==> src/core/tmr16_pkg.sv <==
package tmr16_pkg;

	// ==========================================================
	// Register byte addresses, one aligned word each
	localparam logic [7:0] OFF_CNT_LO = 8'h00;
	localparam logic [7:0] OFF_CNT_HI = 8'h04;
	localparam logic [7:0] OFF_CMPA_LO = 8'h08;
	localparam logic [7:0] OFF_CMPA_HI = 8'h0c;
	localparam logic [7:0] OFF_CMPB_LO = 8'h10;
	localparam logic [7:0] OFF_CMPB_HI = 8'h14;
	localparam logic [7:0] OFF_CAP_LO = 8'h18;
	localparam logic [7:0] OFF_CAP_HI = 8'h1c;
	localparam logic [7:0] OFF_CTRL_A = 8'h20;
	localparam logic [7:0] OFF_CTRL_B = 8'h24;
	localparam logic [7:0] OFF_FLAGS = 8'h28;
	localparam logic [7:0] OFF_MASK = 8'h2c;

	// ==========================================================
	// Field positions
	localparam int CTRLA_WGM_LO = 0;
	localparam int CTRLA_CAP_SRC = 2;
	localparam int CTRLA_OUT_A = 4;
	localparam int CTRLA_OUT_B = 6;
	localparam int CTRLB_CS = 0;
	localparam int CTRLB_WGM_HI = 3;
	localparam int CTRLB_EDGE = 6;
	localparam int CTRLB_FILT = 7;
	localparam int FLG_OVF = 0;
	localparam int FLG_MATCH_A = 1;
	localparam int FLG_MATCH_B = 2;
	localparam int FLG_CAP = 5;

	// ==========================================================
	// Values and counts
	localparam logic [7:0] RESET_BYTE = 8'h00;
	localparam logic [15:0] BOTTOM_VAL = 16'h0000;
	localparam logic [15:0] MAX_VAL = 16'hffff;
	localparam logic [15:0] TOP_8BIT = 16'h00ff;
	localparam logic [15:0] TOP_9BIT = 16'h01ff;
	localparam logic [15:0] TOP_10BIT = 16'h03ff;
	localparam logic [9:0] DIV8_MASK = 10'h007;
	localparam logic [9:0] DIV64_MASK = 10'h03f;
	localparam logic [9:0] DIV256_MASK = 10'h0ff;
	localparam logic [9:0] DIV1024_MASK = 10'h3ff;
	localparam int FILT_LEN = 4;
	localparam logic [1:0] RESP_OKAY = 2'h0;
	localparam logic [1:0] RESP_SLVERR = 2'h2;

	// ==========================================================
	// Whole state of the core
	typedef struct packed {
		logic awready;
		logic wready;
		logic bvalid;
		logic [1:0] bresp;
		logic arready;
		logic rvalid;
		logic [1:0] rresp;
		logic [31:0] rdata;
		logic aw_have;
		logic [7:0] aw_addr;
		logic w_have;
		logic w_lane;
		logic [7:0] w_data;
		logic [15:0] count;
		logic [15:0] cmp_a;
		logic [15:0] cmp_b;
		logic [15:0] buf_a;
		logic [15:0] buf_b;
		logic [15:0] cap;
		logic [7:0] temp;
		logic [7:0] ctrl_a;
		logic [7:0] ctrl_b;
		logic [7:0] flags;
		logic [7:0] mask;
		logic [9:0] presc;
		logic ext_prev;
		logic [3:0] cap_hist;
		logic cap_lvl;
		logic wave_a;
		logic wave_b;
		logic irq;
		logic at_bottom;
		logic at_max;
	} tmr16_state_t;

endpackage : tmr16_pkg

==> src/core/tmr16_core.sv <==
// Operation
// - Counter, compares, capture 16 bit; controls 8
// - One shared 8-bit high-byte holding register
// - Low-byte write loads holding plus byte
// - Low-byte read copies high byte into holding
// - Compare reads bypass the holding register
// - Clock select picks system, prescaler or pin
// - Compares checked against counter on each count tick
// - Compare match sets channel match flag
// - Compare drives waveform output pins
// - Flags visible, individually masked
// - Bottom at zero, max at all ones
// - Top fixed, compare A, or capture
// - Compare A as top gives no wave in PWM modes
// - Edge captures counter outside capture-top modes, optional noise filter
// - Software counter write beats count or clear
// - Capture flag set with capture copy
// - Capture writable only in capture-top modes
// - Select zero stops counter, stays accessible
//
// The register offsets and the AXI4-Lite register port were decided locally.
`timescale 1ns/1ns
module tmr16_core #(
	parameter int ADDR_W = 8
) (
	input wire logic aclk,
	input wire logic aresetn,
	input wire logic [ADDR_W-1:0] s_axi_awaddr,
	input wire logic s_axi_awvalid,
	output logic s_axi_awready,
	input wire logic [31:0] s_axi_wdata,
	input wire logic [3:0] s_axi_wstrb,
	input wire logic s_axi_wvalid,
	output logic s_axi_wready,
	output logic [1:0] s_axi_bresp,
	output logic s_axi_bvalid,
	input wire logic s_axi_bready,
	input wire logic [ADDR_W-1:0] s_axi_araddr,
	input wire logic s_axi_arvalid,
	output logic s_axi_arready,
	output logic [31:0] s_axi_rdata,
	output logic [1:0] s_axi_rresp,
	output logic s_axi_rvalid,
	input wire logic s_axi_rready,
	input wire logic ext_count_pin,
	input wire logic capture_pin,
	input wire logic comparator_in,
	output logic wave_out_a,
	output logic wave_out_b,
	output logic irq_req,
	output logic at_bottom,
	output logic at_max
);

	tmr16_pkg::tmr16_state_t s_q, s_d;

	// ==========================================================
	// Mode decode
	logic [3:0] wgm;
	logic pwm_mode, icr_top, ocra_top, at_top;
	logic [15:0] top;
	assign wgm = {s_q.ctrl_b[tmr16_pkg::CTRLB_WGM_HI +: 2], s_q.ctrl_a[tmr16_pkg::CTRLA_WGM_LO +: 2]};
	assign icr_top = (wgm == 4'h8) || (wgm == 4'ha) || (wgm == 4'hc) || (wgm == 4'he);
	assign ocra_top = (wgm == 4'h4) || (wgm == 4'h9) || (wgm == 4'hb) || (wgm == 4'hf);
	assign pwm_mode = (wgm != 4'h0) && (wgm != 4'h4) && (wgm != 4'hc) && (wgm != 4'hd);

	// Top value per mode
	always_comb
	begin
		unique case (wgm)
			4'h1, 4'h5: top = tmr16_pkg::TOP_8BIT;
			4'h2, 4'h6: top = tmr16_pkg::TOP_9BIT;
			4'h3, 4'h7: top = tmr16_pkg::TOP_10BIT;
			4'h4, 4'h9, 4'hb, 4'hf: top = s_q.cmp_a;
			4'h8, 4'ha, 4'hc, 4'he: top = s_q.cap;
			default: top = tmr16_pkg::MAX_VAL;
		endcase
	end
	assign at_top = (s_q.count == top);

	// ==========================================================
	// Clock select and count tick
	logic [2:0] cs;
	logic count_tick;
	assign cs = s_q.ctrl_b[tmr16_pkg::CTRLB_CS +: 3];
	always_comb
	begin
		unique case (cs)
			3'h0: count_tick = 1'b0;
			3'h1: count_tick = 1'b1;
			3'h2: count_tick = (s_q.presc & tmr16_pkg::DIV8_MASK) == tmr16_pkg::DIV8_MASK;
			3'h3: count_tick = (s_q.presc & tmr16_pkg::DIV64_MASK) == tmr16_pkg::DIV64_MASK;
			3'h4: count_tick = (s_q.presc & tmr16_pkg::DIV256_MASK) == tmr16_pkg::DIV256_MASK;
			3'h5: count_tick = s_q.presc == tmr16_pkg::DIV1024_MASK;
			3'h6: count_tick = s_q.ext_prev && !ext_count_pin;
			default: count_tick = !s_q.ext_prev && ext_count_pin;
		endcase
	end

	// ==========================================================
	// Capture filter and edge
	logic cap_src, cap_filt, cap_fire;
	assign cap_src = s_q.ctrl_a[tmr16_pkg::CTRLA_CAP_SRC] ? comparator_in : capture_pin;
	// Four equal samples change the level when filtering
	assign cap_filt = !s_q.ctrl_b[tmr16_pkg::CTRLB_FILT] ? cap_src :
		(&s_q.cap_hist) ? 1'b1 : (~|s_q.cap_hist) ? 1'b0 : s_q.cap_lvl;
	assign cap_fire = (cap_filt != s_q.cap_lvl) && !icr_top &&
		(cap_filt == s_q.ctrl_b[tmr16_pkg::CTRLB_EDGE]);

	// ==========================================================
	// Bus access strobes
	logic rd_go, wr_go, wr_ok, match_a, match_b;
	logic [7:0] rd_addr, wr_addr, wbyte;
	assign rd_go = s_axi_arvalid && s_q.arready;
	assign wr_go = s_q.aw_have && s_q.w_have && !s_q.bvalid;
	assign wr_ok = wr_go && s_q.w_lane;
	assign rd_addr = {s_axi_araddr[7:2], 2'b00};
	assign wr_addr = {s_q.aw_addr[7:2], 2'b00};
	assign wbyte = s_q.w_data;
	assign match_a = count_tick && (s_q.count == s_q.cmp_a);
	assign match_b = count_tick && (s_q.count == s_q.cmp_b);

	// ==========================================================
	// Next state
	always_comb
	begin
		logic [7:0] fset, fclr;
		logic mapped;
		fset = 8'h00;
		fclr = 8'h00;
		mapped = 1'b1;
		s_d = s_q;
		s_d.presc = s_q.presc + 10'h001;
		s_d.ext_prev = ext_count_pin;
		s_d.cap_hist = {s_q.cap_hist[tmr16_pkg::FILT_LEN-2:0], cap_src};
		s_d.cap_lvl = cap_filt;
		// Counting sequence and buffer reload
		if (count_tick)
		begin
			if (wgm != 4'h0 && at_top)
			begin
				s_d.count = tmr16_pkg::BOTTOM_VAL;
				fset[tmr16_pkg::FLG_OVF] = pwm_mode || (s_q.count == tmr16_pkg::MAX_VAL);
				if (pwm_mode)
				begin
					s_d.cmp_a = s_q.buf_a;
					s_d.cmp_b = s_q.buf_b;
				end
			end
			else
			begin
				s_d.count = s_q.count + 16'h0001;
				fset[tmr16_pkg::FLG_OVF] = (s_q.count == tmr16_pkg::MAX_VAL);
			end
		end
		fset[tmr16_pkg::FLG_MATCH_A] = match_a;
		fset[tmr16_pkg::FLG_MATCH_B] = match_b;
		// Waveform outputs
		if (pwm_mode)
		begin
			s_d.wave_a = !ocra_top && (s_q.count < s_q.cmp_a) &&
				s_q.ctrl_a[tmr16_pkg::CTRLA_OUT_A];
			s_d.wave_b = (s_q.count < s_q.cmp_b) && s_q.ctrl_a[tmr16_pkg::CTRLA_OUT_B];
		end
		else
		begin
			s_d.wave_a = s_q.wave_a ^ (match_a && s_q.ctrl_a[tmr16_pkg::CTRLA_OUT_A]);
			s_d.wave_b = s_q.wave_b ^ (match_b && s_q.ctrl_a[tmr16_pkg::CTRLA_OUT_B]);
		end
		// Capture copy and flag together
		if (cap_fire)
		begin
			s_d.cap = s_q.count;
			fset[tmr16_pkg::FLG_CAP] = 1'b1;
		end
		// Read channel
		if (s_q.rvalid && s_axi_rready)
		begin
			s_d.rvalid = 1'b0;
			s_d.arready = 1'b1;
		end
		else if (!s_q.arready && !s_q.rvalid)
			s_d.arready = 1'b1;
		if (rd_go)
		begin
			s_d.arready = 1'b0;
			s_d.rvalid = 1'b1;
			s_d.rdata = 32'h00000000;
			unique case (rd_addr)
				tmr16_pkg::OFF_CNT_LO:
				begin
					s_d.rdata[7:0] = s_q.count[7:0];
					s_d.temp = s_q.count[15:8];
				end
				tmr16_pkg::OFF_CAP_LO:
				begin
					s_d.rdata[7:0] = s_q.cap[7:0];
					s_d.temp = s_q.cap[15:8];
				end
				tmr16_pkg::OFF_CNT_HI, tmr16_pkg::OFF_CAP_HI: s_d.rdata[7:0] = s_q.temp;
				tmr16_pkg::OFF_CMPA_LO: s_d.rdata[7:0] = s_q.buf_a[7:0];
				tmr16_pkg::OFF_CMPA_HI: s_d.rdata[7:0] = s_q.buf_a[15:8];
				tmr16_pkg::OFF_CMPB_LO: s_d.rdata[7:0] = s_q.buf_b[7:0];
				tmr16_pkg::OFF_CMPB_HI: s_d.rdata[7:0] = s_q.buf_b[15:8];
				tmr16_pkg::OFF_CTRL_A: s_d.rdata[7:0] = s_q.ctrl_a;
				tmr16_pkg::OFF_CTRL_B: s_d.rdata[7:0] = s_q.ctrl_b;
				tmr16_pkg::OFF_FLAGS: s_d.rdata[7:0] = s_q.flags;
				tmr16_pkg::OFF_MASK: s_d.rdata[7:0] = s_q.mask;
				default: mapped = 1'b0;
			endcase
			s_d.rresp = mapped ? tmr16_pkg::RESP_OKAY : tmr16_pkg::RESP_SLVERR;
		end
		// Write address and data capture
		if (s_q.bvalid && s_axi_bready)
		begin
			s_d.bvalid = 1'b0;
			s_d.awready = 1'b1;
			s_d.wready = 1'b1;
		end
		else if (!s_q.bvalid)
		begin
			s_d.awready = !s_q.aw_have;
			s_d.wready = !s_q.w_have;
		end
		if (s_axi_awvalid && s_q.awready)
		begin
			s_d.aw_have = 1'b1;
			s_d.aw_addr = s_axi_awaddr[7:0];
			s_d.awready = 1'b0;
		end
		if (s_axi_wvalid && s_q.wready)
		begin
			s_d.w_have = 1'b1;
			s_d.w_data = s_axi_wdata[7:0];
			s_d.w_lane = s_axi_wstrb[0];
			s_d.wready = 1'b0;
		end
		// Register write, after read side effects
		if (wr_go)
		begin
			s_d.aw_have = 1'b0;
			s_d.w_have = 1'b0;
			s_d.bvalid = 1'b1;
			s_d.bresp = tmr16_pkg::RESP_OKAY;
			unique case (wr_addr)
				tmr16_pkg::OFF_CNT_HI, tmr16_pkg::OFF_CMPA_HI, tmr16_pkg::OFF_CMPB_HI,
				tmr16_pkg::OFF_CAP_HI:
					if (wr_ok) s_d.temp = wbyte;
				tmr16_pkg::OFF_CNT_LO:
					if (wr_ok) s_d.count = {s_q.temp, wbyte};
				tmr16_pkg::OFF_CMPA_LO: if (wr_ok) s_d.buf_a = {s_q.temp, wbyte};
				tmr16_pkg::OFF_CMPB_LO: if (wr_ok) s_d.buf_b = {s_q.temp, wbyte};
				tmr16_pkg::OFF_CAP_LO:
					if (wr_ok && icr_top) s_d.cap = {s_q.temp, wbyte};
				tmr16_pkg::OFF_CTRL_A: if (wr_ok) s_d.ctrl_a = wbyte;
				tmr16_pkg::OFF_CTRL_B: if (wr_ok) s_d.ctrl_b = wbyte;
				tmr16_pkg::OFF_FLAGS: if (wr_ok) fclr = wbyte;
				tmr16_pkg::OFF_MASK: if (wr_ok) s_d.mask = wbyte;
				default: s_d.bresp = tmr16_pkg::RESP_SLVERR;
			endcase
		end
		// Outside PWM the compares follow their buffers at once
		if (!pwm_mode)
		begin
			s_d.cmp_a = s_d.buf_a;
			s_d.cmp_b = s_d.buf_b;
		end
		// Set wins over write-one-to-clear
		s_d.flags = (s_q.flags & ~fclr) | fset;
		s_d.irq = |(s_q.flags & s_q.mask);
		s_d.at_bottom = (s_q.count == tmr16_pkg::BOTTOM_VAL);
		s_d.at_max = (s_q.count == tmr16_pkg::MAX_VAL);
	end

	// State register, all zero at reset
	always_ff @(posedge aclk)
	begin
		if (!aresetn)
			s_q <= '0;
		else
			s_q <= s_d;
	end

	// Outputs straight from the state
	assign s_axi_awready = s_q.awready;
	assign s_axi_wready = s_q.wready;
	assign s_axi_bvalid = s_q.bvalid;
	assign s_axi_bresp = s_q.bresp;
	assign s_axi_arready = s_q.arready;
	assign s_axi_rvalid = s_q.rvalid;
	assign s_axi_rresp = s_q.rresp;
	assign s_axi_rdata = s_q.rdata;
	assign wave_out_a = s_q.wave_a;
	assign wave_out_b = s_q.wave_b;
	assign irq_req = s_q.irq;
	assign at_bottom = s_q.at_bottom;
	assign at_max = s_q.at_max;
endmodule : tmr16_core

==> config.mk <==
export PLATFORM = sky130hd
export DESIGN_NAME = tmr16_core
export DESIGN_NICKNAME = d
export VERILOG_FILES = /design/src/core/tmr16_pkg.sv /design/src/core/tmr16_core.sv
export SDC_FILE = /design/constraint.sdc
export NUM_CORES = 1
export LEC_CHECK = 0
export ABC_AREA = 1
export BUFFER_PORTS_ARGS = -buffer_cell sky130_fd_sc_hd__buf_2
export CORE_UTILIZATION = 63
export DETAILED_ROUTE_END_ITERATION = 8
export PLACE_DENSITY_LB_ADDON = 0.1
export RECOVER_POWER = 50
export SYNTH_ARGS = -nofsm -noshare
export SYNTH_HDL_FRONTEND = slang
export SYNTH_SLANG_ARGS = --single-unit
==> constraint.sdc <==
create_clock -name aclk -period 4.1 [get_ports aclk]
set_input_delay 0.205 -clock aclk [delete_from_list [all_inputs] [get_ports aclk]]
set_output_delay 0.205 -clock aclk [all_outputs]
set_load 0.01 [all_outputs]
# Word level (Yosys, flattened, before mapping)
# Index checks and enable logic that the tools add are counted.
# word_totals
output_inout_bits	46
ff_bits	193
in_bits	62
elab_cells	221
# classes
reduce_logical	69
mux	50
eq_ne	58
bitwise_logic	7
addsub	2
magnitude_cmp	2
# ops
op	n
$mux 16	11
$mux 32	3
$pmux 8 s11	1
$mux 8	10
$pmux 16 s5	1
$mux 72	1
$eq 16x16->1	3
$eq 6x3->1 const B	8
$eq 6x4->1 const B	8
$mux 48	1
$mux 35	1
$lt 16x16->1	2
$eq 4x4->1 const B	7
$logic_and 1x1->1	25
$eq 6x2->1 const B	4
$reduce_or 12->1	2
$add 16x1->16 const B	1
$and 8x8->8	2
$eq 16x16->1 const B	1
$eq 4x3->1 const B	4
$logic_not 16->1	1
$logic_not 8->1	2
$pmux 8 s2	1
$reduce_or 2->1	8
33 further kinds	80

# Depth between registers and ports, before layout
# Gate-level depths: netlist of the first run.
# logic_depth
depth_word	12
ltp_mapped	18
ltp_nobuf	17

# Worst setup path before layout of the first run
# OpenSTA, ideal clock, no wires.
# synth_path
path_kind	register to register
start	reg s_q[41] in the netlist's numbering
end	reg s_q[151] in the netlist's numbering
required_ns	3.968
setup_slack_ns	2.005
synth_period_minus_slack_ns	2.095
path_buffers	4
setup_ns	0.132
arrival_time_ns	1.962
path_stages_with_launch	16
path_cell_list	dfxtp_1 > buf_4 > nand2_2 > inv_2 > nor2_2 > nand2_4 > buf_2 > nand3_1 > xor2_1 > nand3_1 > nor2_2 > nand3_2 > buf_4 > buf_6 > nand3_1 > a21oi_1
# synth_between
elab_chain_cells	10
elab_cells_between_ends	28
classes_between	eq/ne (15); mux (6); reduce/logical (7)
# synth_lines
item	line_no	source
from (decl)	tmr16_core.sv:55	tmr16_pkg::tmr16_state_t s_q, s_d;
from (signal assigned)	tmr16_core.sv:279	s_q <= '0;
from (signal assigned)	tmr16_core.sv:281	s_q <= s_d;
$eq 4x4->1, or another cell as far along	tmr16_core.sv:70	unique case (wgm)
$reduce_or 4->1 / $reduce_or 2->1 (equally long branches)	tmr16_core.sv:70	
$pmux 16 s5	tmr16_core.sv:70	
$eq 16x16->1	tmr16_core.sv:79	assign at_top = (s_q.count == top);
$logic_and 1x1->1 (*)	tmr16_core.sv:140	if (wgm != 4'h0 && at_top)
$mux 16 (*)	tmr16_core.sv:140	
$mux 48 (*)	tmr16_core.sv:138	if (count_tick)
$mux 16	tmr16_core.sv:250	if (wr_ok) s_d.count = {s_q.temp, wbyte};
$mux 16	tmr16_core.sv:245	unique case (wr_addr)
$mux 16 (*)	tmr16_core.sv:239	if (wr_go)
# Every way passes the cells marked *; elsewhere a longest branch is shown, timed or not. The select of a mux whose other input is x is not followed.
# A chain may end at the register's enable or synchronous reset.

==> flow_metrics.py, run 1 <==
metrics = {
    "outcome": {
        "status": "complete, but fails checks",
        "failed_checks": "DRC, capacitance limit, slew limit",
    },
    "die": {
        "io_pins": 108,
        "dieArea_sq_um": 17200,
        "core_sq_um": 16100,
        "die_y_microns": 131,
        "die_x_microns": 131,
        "start_util_pct": 65.3,
        "num_rows": 46,
    },
    "power_and_ir_drop": {
        "p_leak_nw": 4.55,
        "switching_share_pct": 26.5,
        "switchingPower_mw": 0.980,
        "ir_drop_v": 0.000316,
        "p_per_area_nw_per_um2": 329,
        "pwr-share-seq_pct": 50.8,
        "internal-power_mw": 2.72,
        "pwr-share-clk_pct": 43.9,
        "p_comb_share_pct": 5.4,
    },
    "clock_network": {
        "postCtsHoldBufs": 1,
        "cts_sinks": 189,
        "cts_tree": "yes",
        "cts_root_buffer": "clkbuf_16",
        "cts_buffers": 17,
        "clk_latency_ps": 450,
        "cts_setup_buffers": 0,
        "clk_pin_slew_ps": 80,
        "cts_resized": 0,
        "htree_num_levels": 4,
        "clockBufferDepth": 2,
    },
    "sta": {
        "drv_slew": 135,
        "tns_ps": 0,
        "fin_crit_sh_pct": 80.3,
        "period_minus_slack_ps": 3290,
        "worst_pin_slew_ps": 2670,
        "clock_skew_ps": 16.9,
        "slew_headroom_pct": -77.9,
        "rsz0062_at_grt": "false",
        "timing_hold_violations_final": 0,
        "max_freq_ghz": 0.304,
        "setup_violations": 0,
    },
    "placed_design": {
        "dp_hpwl_microns": 24700,
        "gp_congestion": 0.986,
        "port_buffers": 50,
    },
    "setup_path": {
        "critPathCaptureType": "flop",
        "cp_max_fo": 51,
        "required_ps": 4450,
        "reg2reg_depth": 12,
        "path_class": "in2reg",
        "crit_path_start_kind": "primary input",
        "path_cells": "clkbuf_1, inv_1, clkbuf_1, a21oi_1, o21ai_0, inv_1",
        "r2r_setup_slack_ps": 870,
        "arrival_ps": 3640,
        "reg2reg_from": "s_q[41]",
        "max_stage_delay_ps": 1920,
        "worst_path_max_delay_cell": "clkbuf_1",
        "r2r-end": "s_q[141]",
    },
    "finish": {
        "antenna_cells": 0,
        "drive_above_1_share_pct": 6.01,
        "syn2layout_area_growth_pct": 6.96,
        "nets": 1650,
        "fin_util_pct": 69.8,
    },
    "global_route": {
        "track_usage_pct": 40.7,
        "antenna_found_initial": 0,
        "grt_pass1_wl_microns": 54400,
        "grt.overflow.total": 0,
        "grt_max_degree": 80,
        "grt_pass1_vias": 9913,
    },
    "routing": {
        "vias_per_cell": 6.12,
        "wl_microns": 34600,
        "dr.first_iter.drc_count": 1415,
        "first_pass_iters": 9,
        "vias": 10900,
        "drcViolationCount": 16,
        "postRouteAntennaNets": 0,
        "drt-wirelength-per-cell_microns": 19.4,
    },
    "hold_path": {
        "hold_path.startpoint": "s_axi_awaddr[7]",
        "hold_path_end": "s_q[174]",
        "hp-class": "in2reg",
        "hold_depth": 3,
    },
    "logic_synthesis": {
        "ys_seq_elements": 189,
        "synth-edff-count": 0,
        "ys_warn_count": 0,
        "syn_area_per_cell_sq_um": 6.79,
        "synthArstFlopShare_pct": 0,
        "netlist_area_sq_um": 10500,
        "syn_inst": 1549,
        "ys_seq_area_share_pct": 36.0,
        "synth_flop_cell": "dfxtp_1",
        "yosysUniqueCellTypes": 49,
    },
    "job": {
        "cap_violations": 3,
    },
}
-- cell families (layout without fill, tap and decap cells) --
family                   count (synthesis)  in the layout  share of synthesized area, %
flip-flops                             189            189                          36.0
XOR/XNOR                                10             10                         0.832
adder cells (fa/ha/maj)                 36             36                          4.28
other                                    1             26                        0.0356
AND/OR/NAND/NOR                        604            604                          25.0
AO/OA/AOI/OAI                          407            407                          21.2
multiplexers                             4              4                         0.381
buffers and inverters                  298            288                          12.3
-- layout by cell type, fill, tap and decap left out, drive strengths merged, types with 5 or more instances in the layout --
cell	netlist	final
xor2	8	8
nand2	231	231
ha	36	36
a311oi	6	6
clkbuf	49	45
nor3	17	17
dfxtp	189	189
nand3	154	154
inv	184	190
nand4	32	32
buf	63	44
a21oi	157	157
o21ai	181	181
o22ai	8	8
o2111ai	5	5
nor2	163	163
a211oi	10	10
conb	1	26
a31oi	6	6
a22oi	12	12
a221oi	10	10
clkinv	2	6
-- synthesized netlist by cell type (12+ instances only) --
master	n	area, sq um
inv_1	180	676
nand3_1	153	766
a22oi_1	12	90.1
nand2_1	226	848
clkbuf_1	49	184
nor3_1	16	80.1
dfxtp_1	189	3780
buf_2	13	65.1
nand4_1	32	200
o21ai_0	178	891
a21oi_1	157	786
buf_4	38	285
ha_1	36	450
nor2_1	160	601
-- power by group through the flow --
stage	registers (mW)	clock network, mW	logic (mW)
finish	1.88	1.62	0.199
global placement	1.92	0	0.187
floorplan	1.91	0	0.143
CTS	1.88	1.63	0.194
global route	1.88	1.70	0.217
detailed placement	1.92	0	0.192
-- state kept, by name (all words and copies together) (netlist names) --
signal / cells
s_q: 155
s_axi_rdata: 8
wbyte: 8
cs: 3
s_d: 3
at_bottom: 1
at_max: 1
irq_req: 1
s_axi_arready: 1
s_axi_awready: 1
s_axi_bresp: 1
s_axi_bvalid: 1
s_axi_rresp: 1
s_axi_rvalid: 1
s_axi_wready: 1
wave_out_a: 1
wave_out_b: 1
-- worst max-delay path by stage --
stage | end | start
6_report | s_q[57] | aresetn
5_1_grt | s_q[137] | s_q[41]
4_1_cts | s_q[141] | s_q[41]
3_5_place_dp | s_q[128] | s_q[46]
3_3_place_gp | s_q[126] | s_q[41]
2_1_floorplan | s_q[151] | s_q[41]
-- per-layer routing --
metal | vias to the layer above | GRT usage, % | routed length [microns] | part of all wire, %
met4 | 0 | 22.5 | 1800 | 5.2
met3 | 118 | 9.07 | 3520 | 10
met2 | 635 | 61.9 | 15100 | 44
met5 | - | 0 | 0 | 0
met1 | 4969 | 53.5 | 14100 | 41
li1 | 5176 | - | - | -
-- per-stage QoR --
| stage | total power [mW] | std cells | instance area [sq um] | setup slack (ps) | hold WS [ps] |
|---|---|---|---|---|---|
| 3_5_place_dp | 2.11 | 1748 | 10700 | 1040 | 438 |
| 5_1_grt | 3.80 | 1780 | 11300 | 709 | 3.61 |
| 6_report | 3.70 | 1780 | 11300 | 807 | 0.264 |
| 3_3_place_gp | 2.11 | 1748 | 10700 | 1110 | 417 |
| 2_1_floorplan | 2.06 | 1574 | 10600 | 2010 | 298 |
| 4_1_cts | 3.70 | 1780 | 11300 | 999 | 0.742 |
-- worst max-delay path, delay by kind of cell --
kind / cells / cell delay [ps]
buffers and inverters: 4 / 2920
AOI/OAI and AO/OA: 2 / 470
-- layout make-up --
type / count / area (sq um)
Clock inverter: 12 / 118
Timing Repair Buffer: 71 / 390
Fill cell: 1444 / 4860
Tap cell: 216 / 270
Inverter: 186 / 699
Clock buffer: 19 / 443
Multi-Input combinational cell: 1087 / 5550
Sequential cell: 189 / 3780
No activity file was read; power rests on OpenSTA's default activity.
==> run 2: changes to the inputs <==
--- a/config.mk
+++ b/config.mk
@@ -7,7 +7,7 @@
 export LEC_CHECK = 0
 export ABC_AREA = 1
 export BUFFER_PORTS_ARGS = -buffer_cell sky130_fd_sc_hd__buf_2
-export CORE_UTILIZATION = 63
+export CORE_UTILIZATION = 60
 export DETAILED_ROUTE_END_ITERATION = 8
 export PLACE_DENSITY_LB_ADDON = 0.1
 export RECOVER_POWER = 50
==> constraint.sdc (replaced) <==
create_clock -name aclk -period 3.3 [get_ports aclk]
set_input_delay 0.165 -clock aclk [delete_from_list [all_inputs] [get_ports aclk]]
set_output_delay 0.165 -clock aclk [all_outputs]
set_load 0.01 [all_outputs]
==> run 2 against run 1 <==
Compared with the run above: the run still ends with DRC, capacitance limit, slew limit left; largest power group unchanged; critical endpoint is now s_q[152]; design area up 1.2%; highest routed layer unchanged; combinational power up 25%; utilization is 3.8 points lower; sequential share of layout area decreased by 0.39 points; routed wire length is 1.8% lower; clock power grew 27%; global-route usage shrank 2.7 points; final cell count is 1.1% higher; register-to-register slack lost 580 ps; clock-buffer cell count decreased by 1; clock skew down 0.59 ps.
==> flow_metrics.py, run 2 (synthesized netlist as in run 1, its figures left out) <==
metrics = {
    "outcome": {
        "status": "complete, but fails checks",
        "failed_checks": "DRC, capacitance limit, slew limit",
    },
    "placed_design": {
        "gp_congestion": 0.983,
        "dp_hpwl_microns": 24400,
        "dpl-instance-area_sq_um": 10800,
        "port_buffers": 50,
    },
    "power_and_ir_drop": {
        "ir_drop_v": 0.000382,
        "switching_share_pct": 25.6,
        "p_per_area_nw_per_um2": 407,
        "switchingPower_mw": 1.19,
        "p_comb_share_pct": 5.4,
        "fin_total_pwr_mw": 4.64,
        "pwr-share-clk_pct": 44.3,
        "pwr-share-seq_pct": 50.4,
        "internal-power_mw": 3.45,
        "p_leak_nw": 4.61,
    },
    "clock_network": {
        "cts_tree": "yes",
        "cts_root_buffer": "clkbuf_16",
        "cts_buffers": 17,
        "cts_setup_buffers": 0,
        "clk_latency_ps": 440,
        "cts_sinks": 189,
        "cts_resized": 0,
        "htree_num_levels": 4,
        "clk_pin_slew_ps": 80,
        "clockBufferDepth": 2,
    },
    "setup_path": {
        "required_ps": 3500,
        "path_class": "reg2reg",
        "arrival_ps": 3210,
        "crit_start": "s_q[41]",
        "crit_path_start_kind": "flop",
        "reg2reg_from": "s_q[41]",
        "max_stage_delay_ps": 570,
        "critPathCaptureType": "flop",
        "cp_max_fo": 55,
        "path_cells": "nand2_1, nand2_2, nand2_2, nand2_4, nand3_1, xor2_1, nor2_1, nand2_1, nor2_1, nand3_2, buf_4, nand3_1, a21oi_1",
        "worst_path_max_delay_cell": "dfxtp_1",
    },
    "routing": {
        "postRouteAntennaNets": 0,
        "drt-wirelength-per-cell_microns": 18.9,
        "dr.first_iter.drc_count": 1277,
        "vias_per_cell": 6.03,
        "drcViolationCount": 4,
        "first_pass_iters": 8,
        "vias": 10900,
        "wl_microns": 34000,
    },
    "finish": {
        "nets": 1662,
        "antenna_cells": 0,
        "multiInputGateArea_sq_um": 5540,
        "design_area_sq_um": 11400,
        "drive_above_1_share_pct": 6.35,
        "layout_commonest_cell": "nand2_1",
        "largest_reg_flops": 155,
        "syn2layout_area_growth_pct": 8.22,
        "final_cell_mix": "226 x nand2_1, 189 x dfxtp_1, 179 x inv_1",
        "regArea_sq_um": 3780,
        "top_register": "s_q",
        "fillers": 1624,
    },
    "die": {
        "io_pins": 108,
        "core_sq_um": 17200,
        "start_util_pct": 61.0,
        "num_rows": 48,
        "dieArea_sq_um": 18100,
        "die_y_microns": 134,
        "die_x_microns": 134,
    },
    "sta": {
        "drv_slew": 50,
        "period_minus_slack_ps": 3010,
        "holdWs_ps": 8.00,
        "worst_pin_slew_ps": 2570,
        "clock_skew_ps": 16.3,
        "max_freq_ghz": 0.332,
        "tns_ps": 0,
        "slew_headroom_pct": -71.1,
        "setup_violations": 0,
        "fin_crit_sh_pct": 91.2,
        "timing_hold_violations_final": 0,
        "rsz0062_at_grt": "false",
    },
    "global_route": {
        "antenna_found_initial": 0,
        "track_usage_pct": 38.1,
        "grt_pass1_wl_microns": 52200,
        "grt_max_degree": 132,
        "grt.overflow.total": 0,
        "grt_pass1_vias": 9432,
    },
    "hold_path": {
        "hold_path.startpoint": "s_axi_awaddr[4]",
        "hp-class": "in2reg",
    },
    "job": {
        "cap_violations": 1,
    },
}
## run 2: worst max-delay path, delay by kind of cell, from the launching register on
kind / cells / cell delay [ps]
xor+xnor: 1 / 160
flops: 1 / 570
simple gates: 10 / 1650
compound gates: 1 / 70
buf+inv: 1 / 310
## run 2: path summary, 6_finish.rpt
kind                    to  depth (start not counted)  slack (ps)
setup reg to reg  s_q[152]                         13         290
hold reg to reg     s_q[9]                          2         440
setup / recovery  s_q[152]                         13         290
hold / removal    s_q[171]                          3           8
## run 2: power by group through the flow
stage	Sequential (mW)	Clock, mW	Combinational, mW
2_1_floorplan	2.38	0	0.178
3_3_place_gp	2.39	0	0.234
3_5_place_dp	2.39	0	0.237
4_1_cts	2.33	2.05	0.244
5_1_grt	2.34	2.14	0.274
6_report	2.34	2.05	0.248
## run 2: area by class of cell
cell class,instances,area share (%)
clock buffer,18,3.86
clock inverter,12,1.15
inverter,186,6.14
multi-input combinational,1087,48.6
sequential,189,33.2
tap,225,2.47
timing repair buffer,83,4.49
## run 2: timing repair
action                                  4_1_cts  5_1_grt
hold buffers                                  6        0
endpoints found under the setup margin        0        0
endpoints found under the hold margin         6        0
## run 2: metal layers
metal	global-route usage [%]	share of wire (%)
met1	53.1	43
met2	57.5	44
met3	6.61	9.3
met4	16.7	4.2
met5	0	0
## run 2: metrics by stage
stage                     setup slack (ps)  cells  util, %
after global routing                  59.9   1800     66.1
after global placement                 477   1764     62.7
after detailed placement               448   1764     62.7
final                                  291   1800     66.1
after floorplan                       1210   1574        -
after CTS                              427   1800     66.3
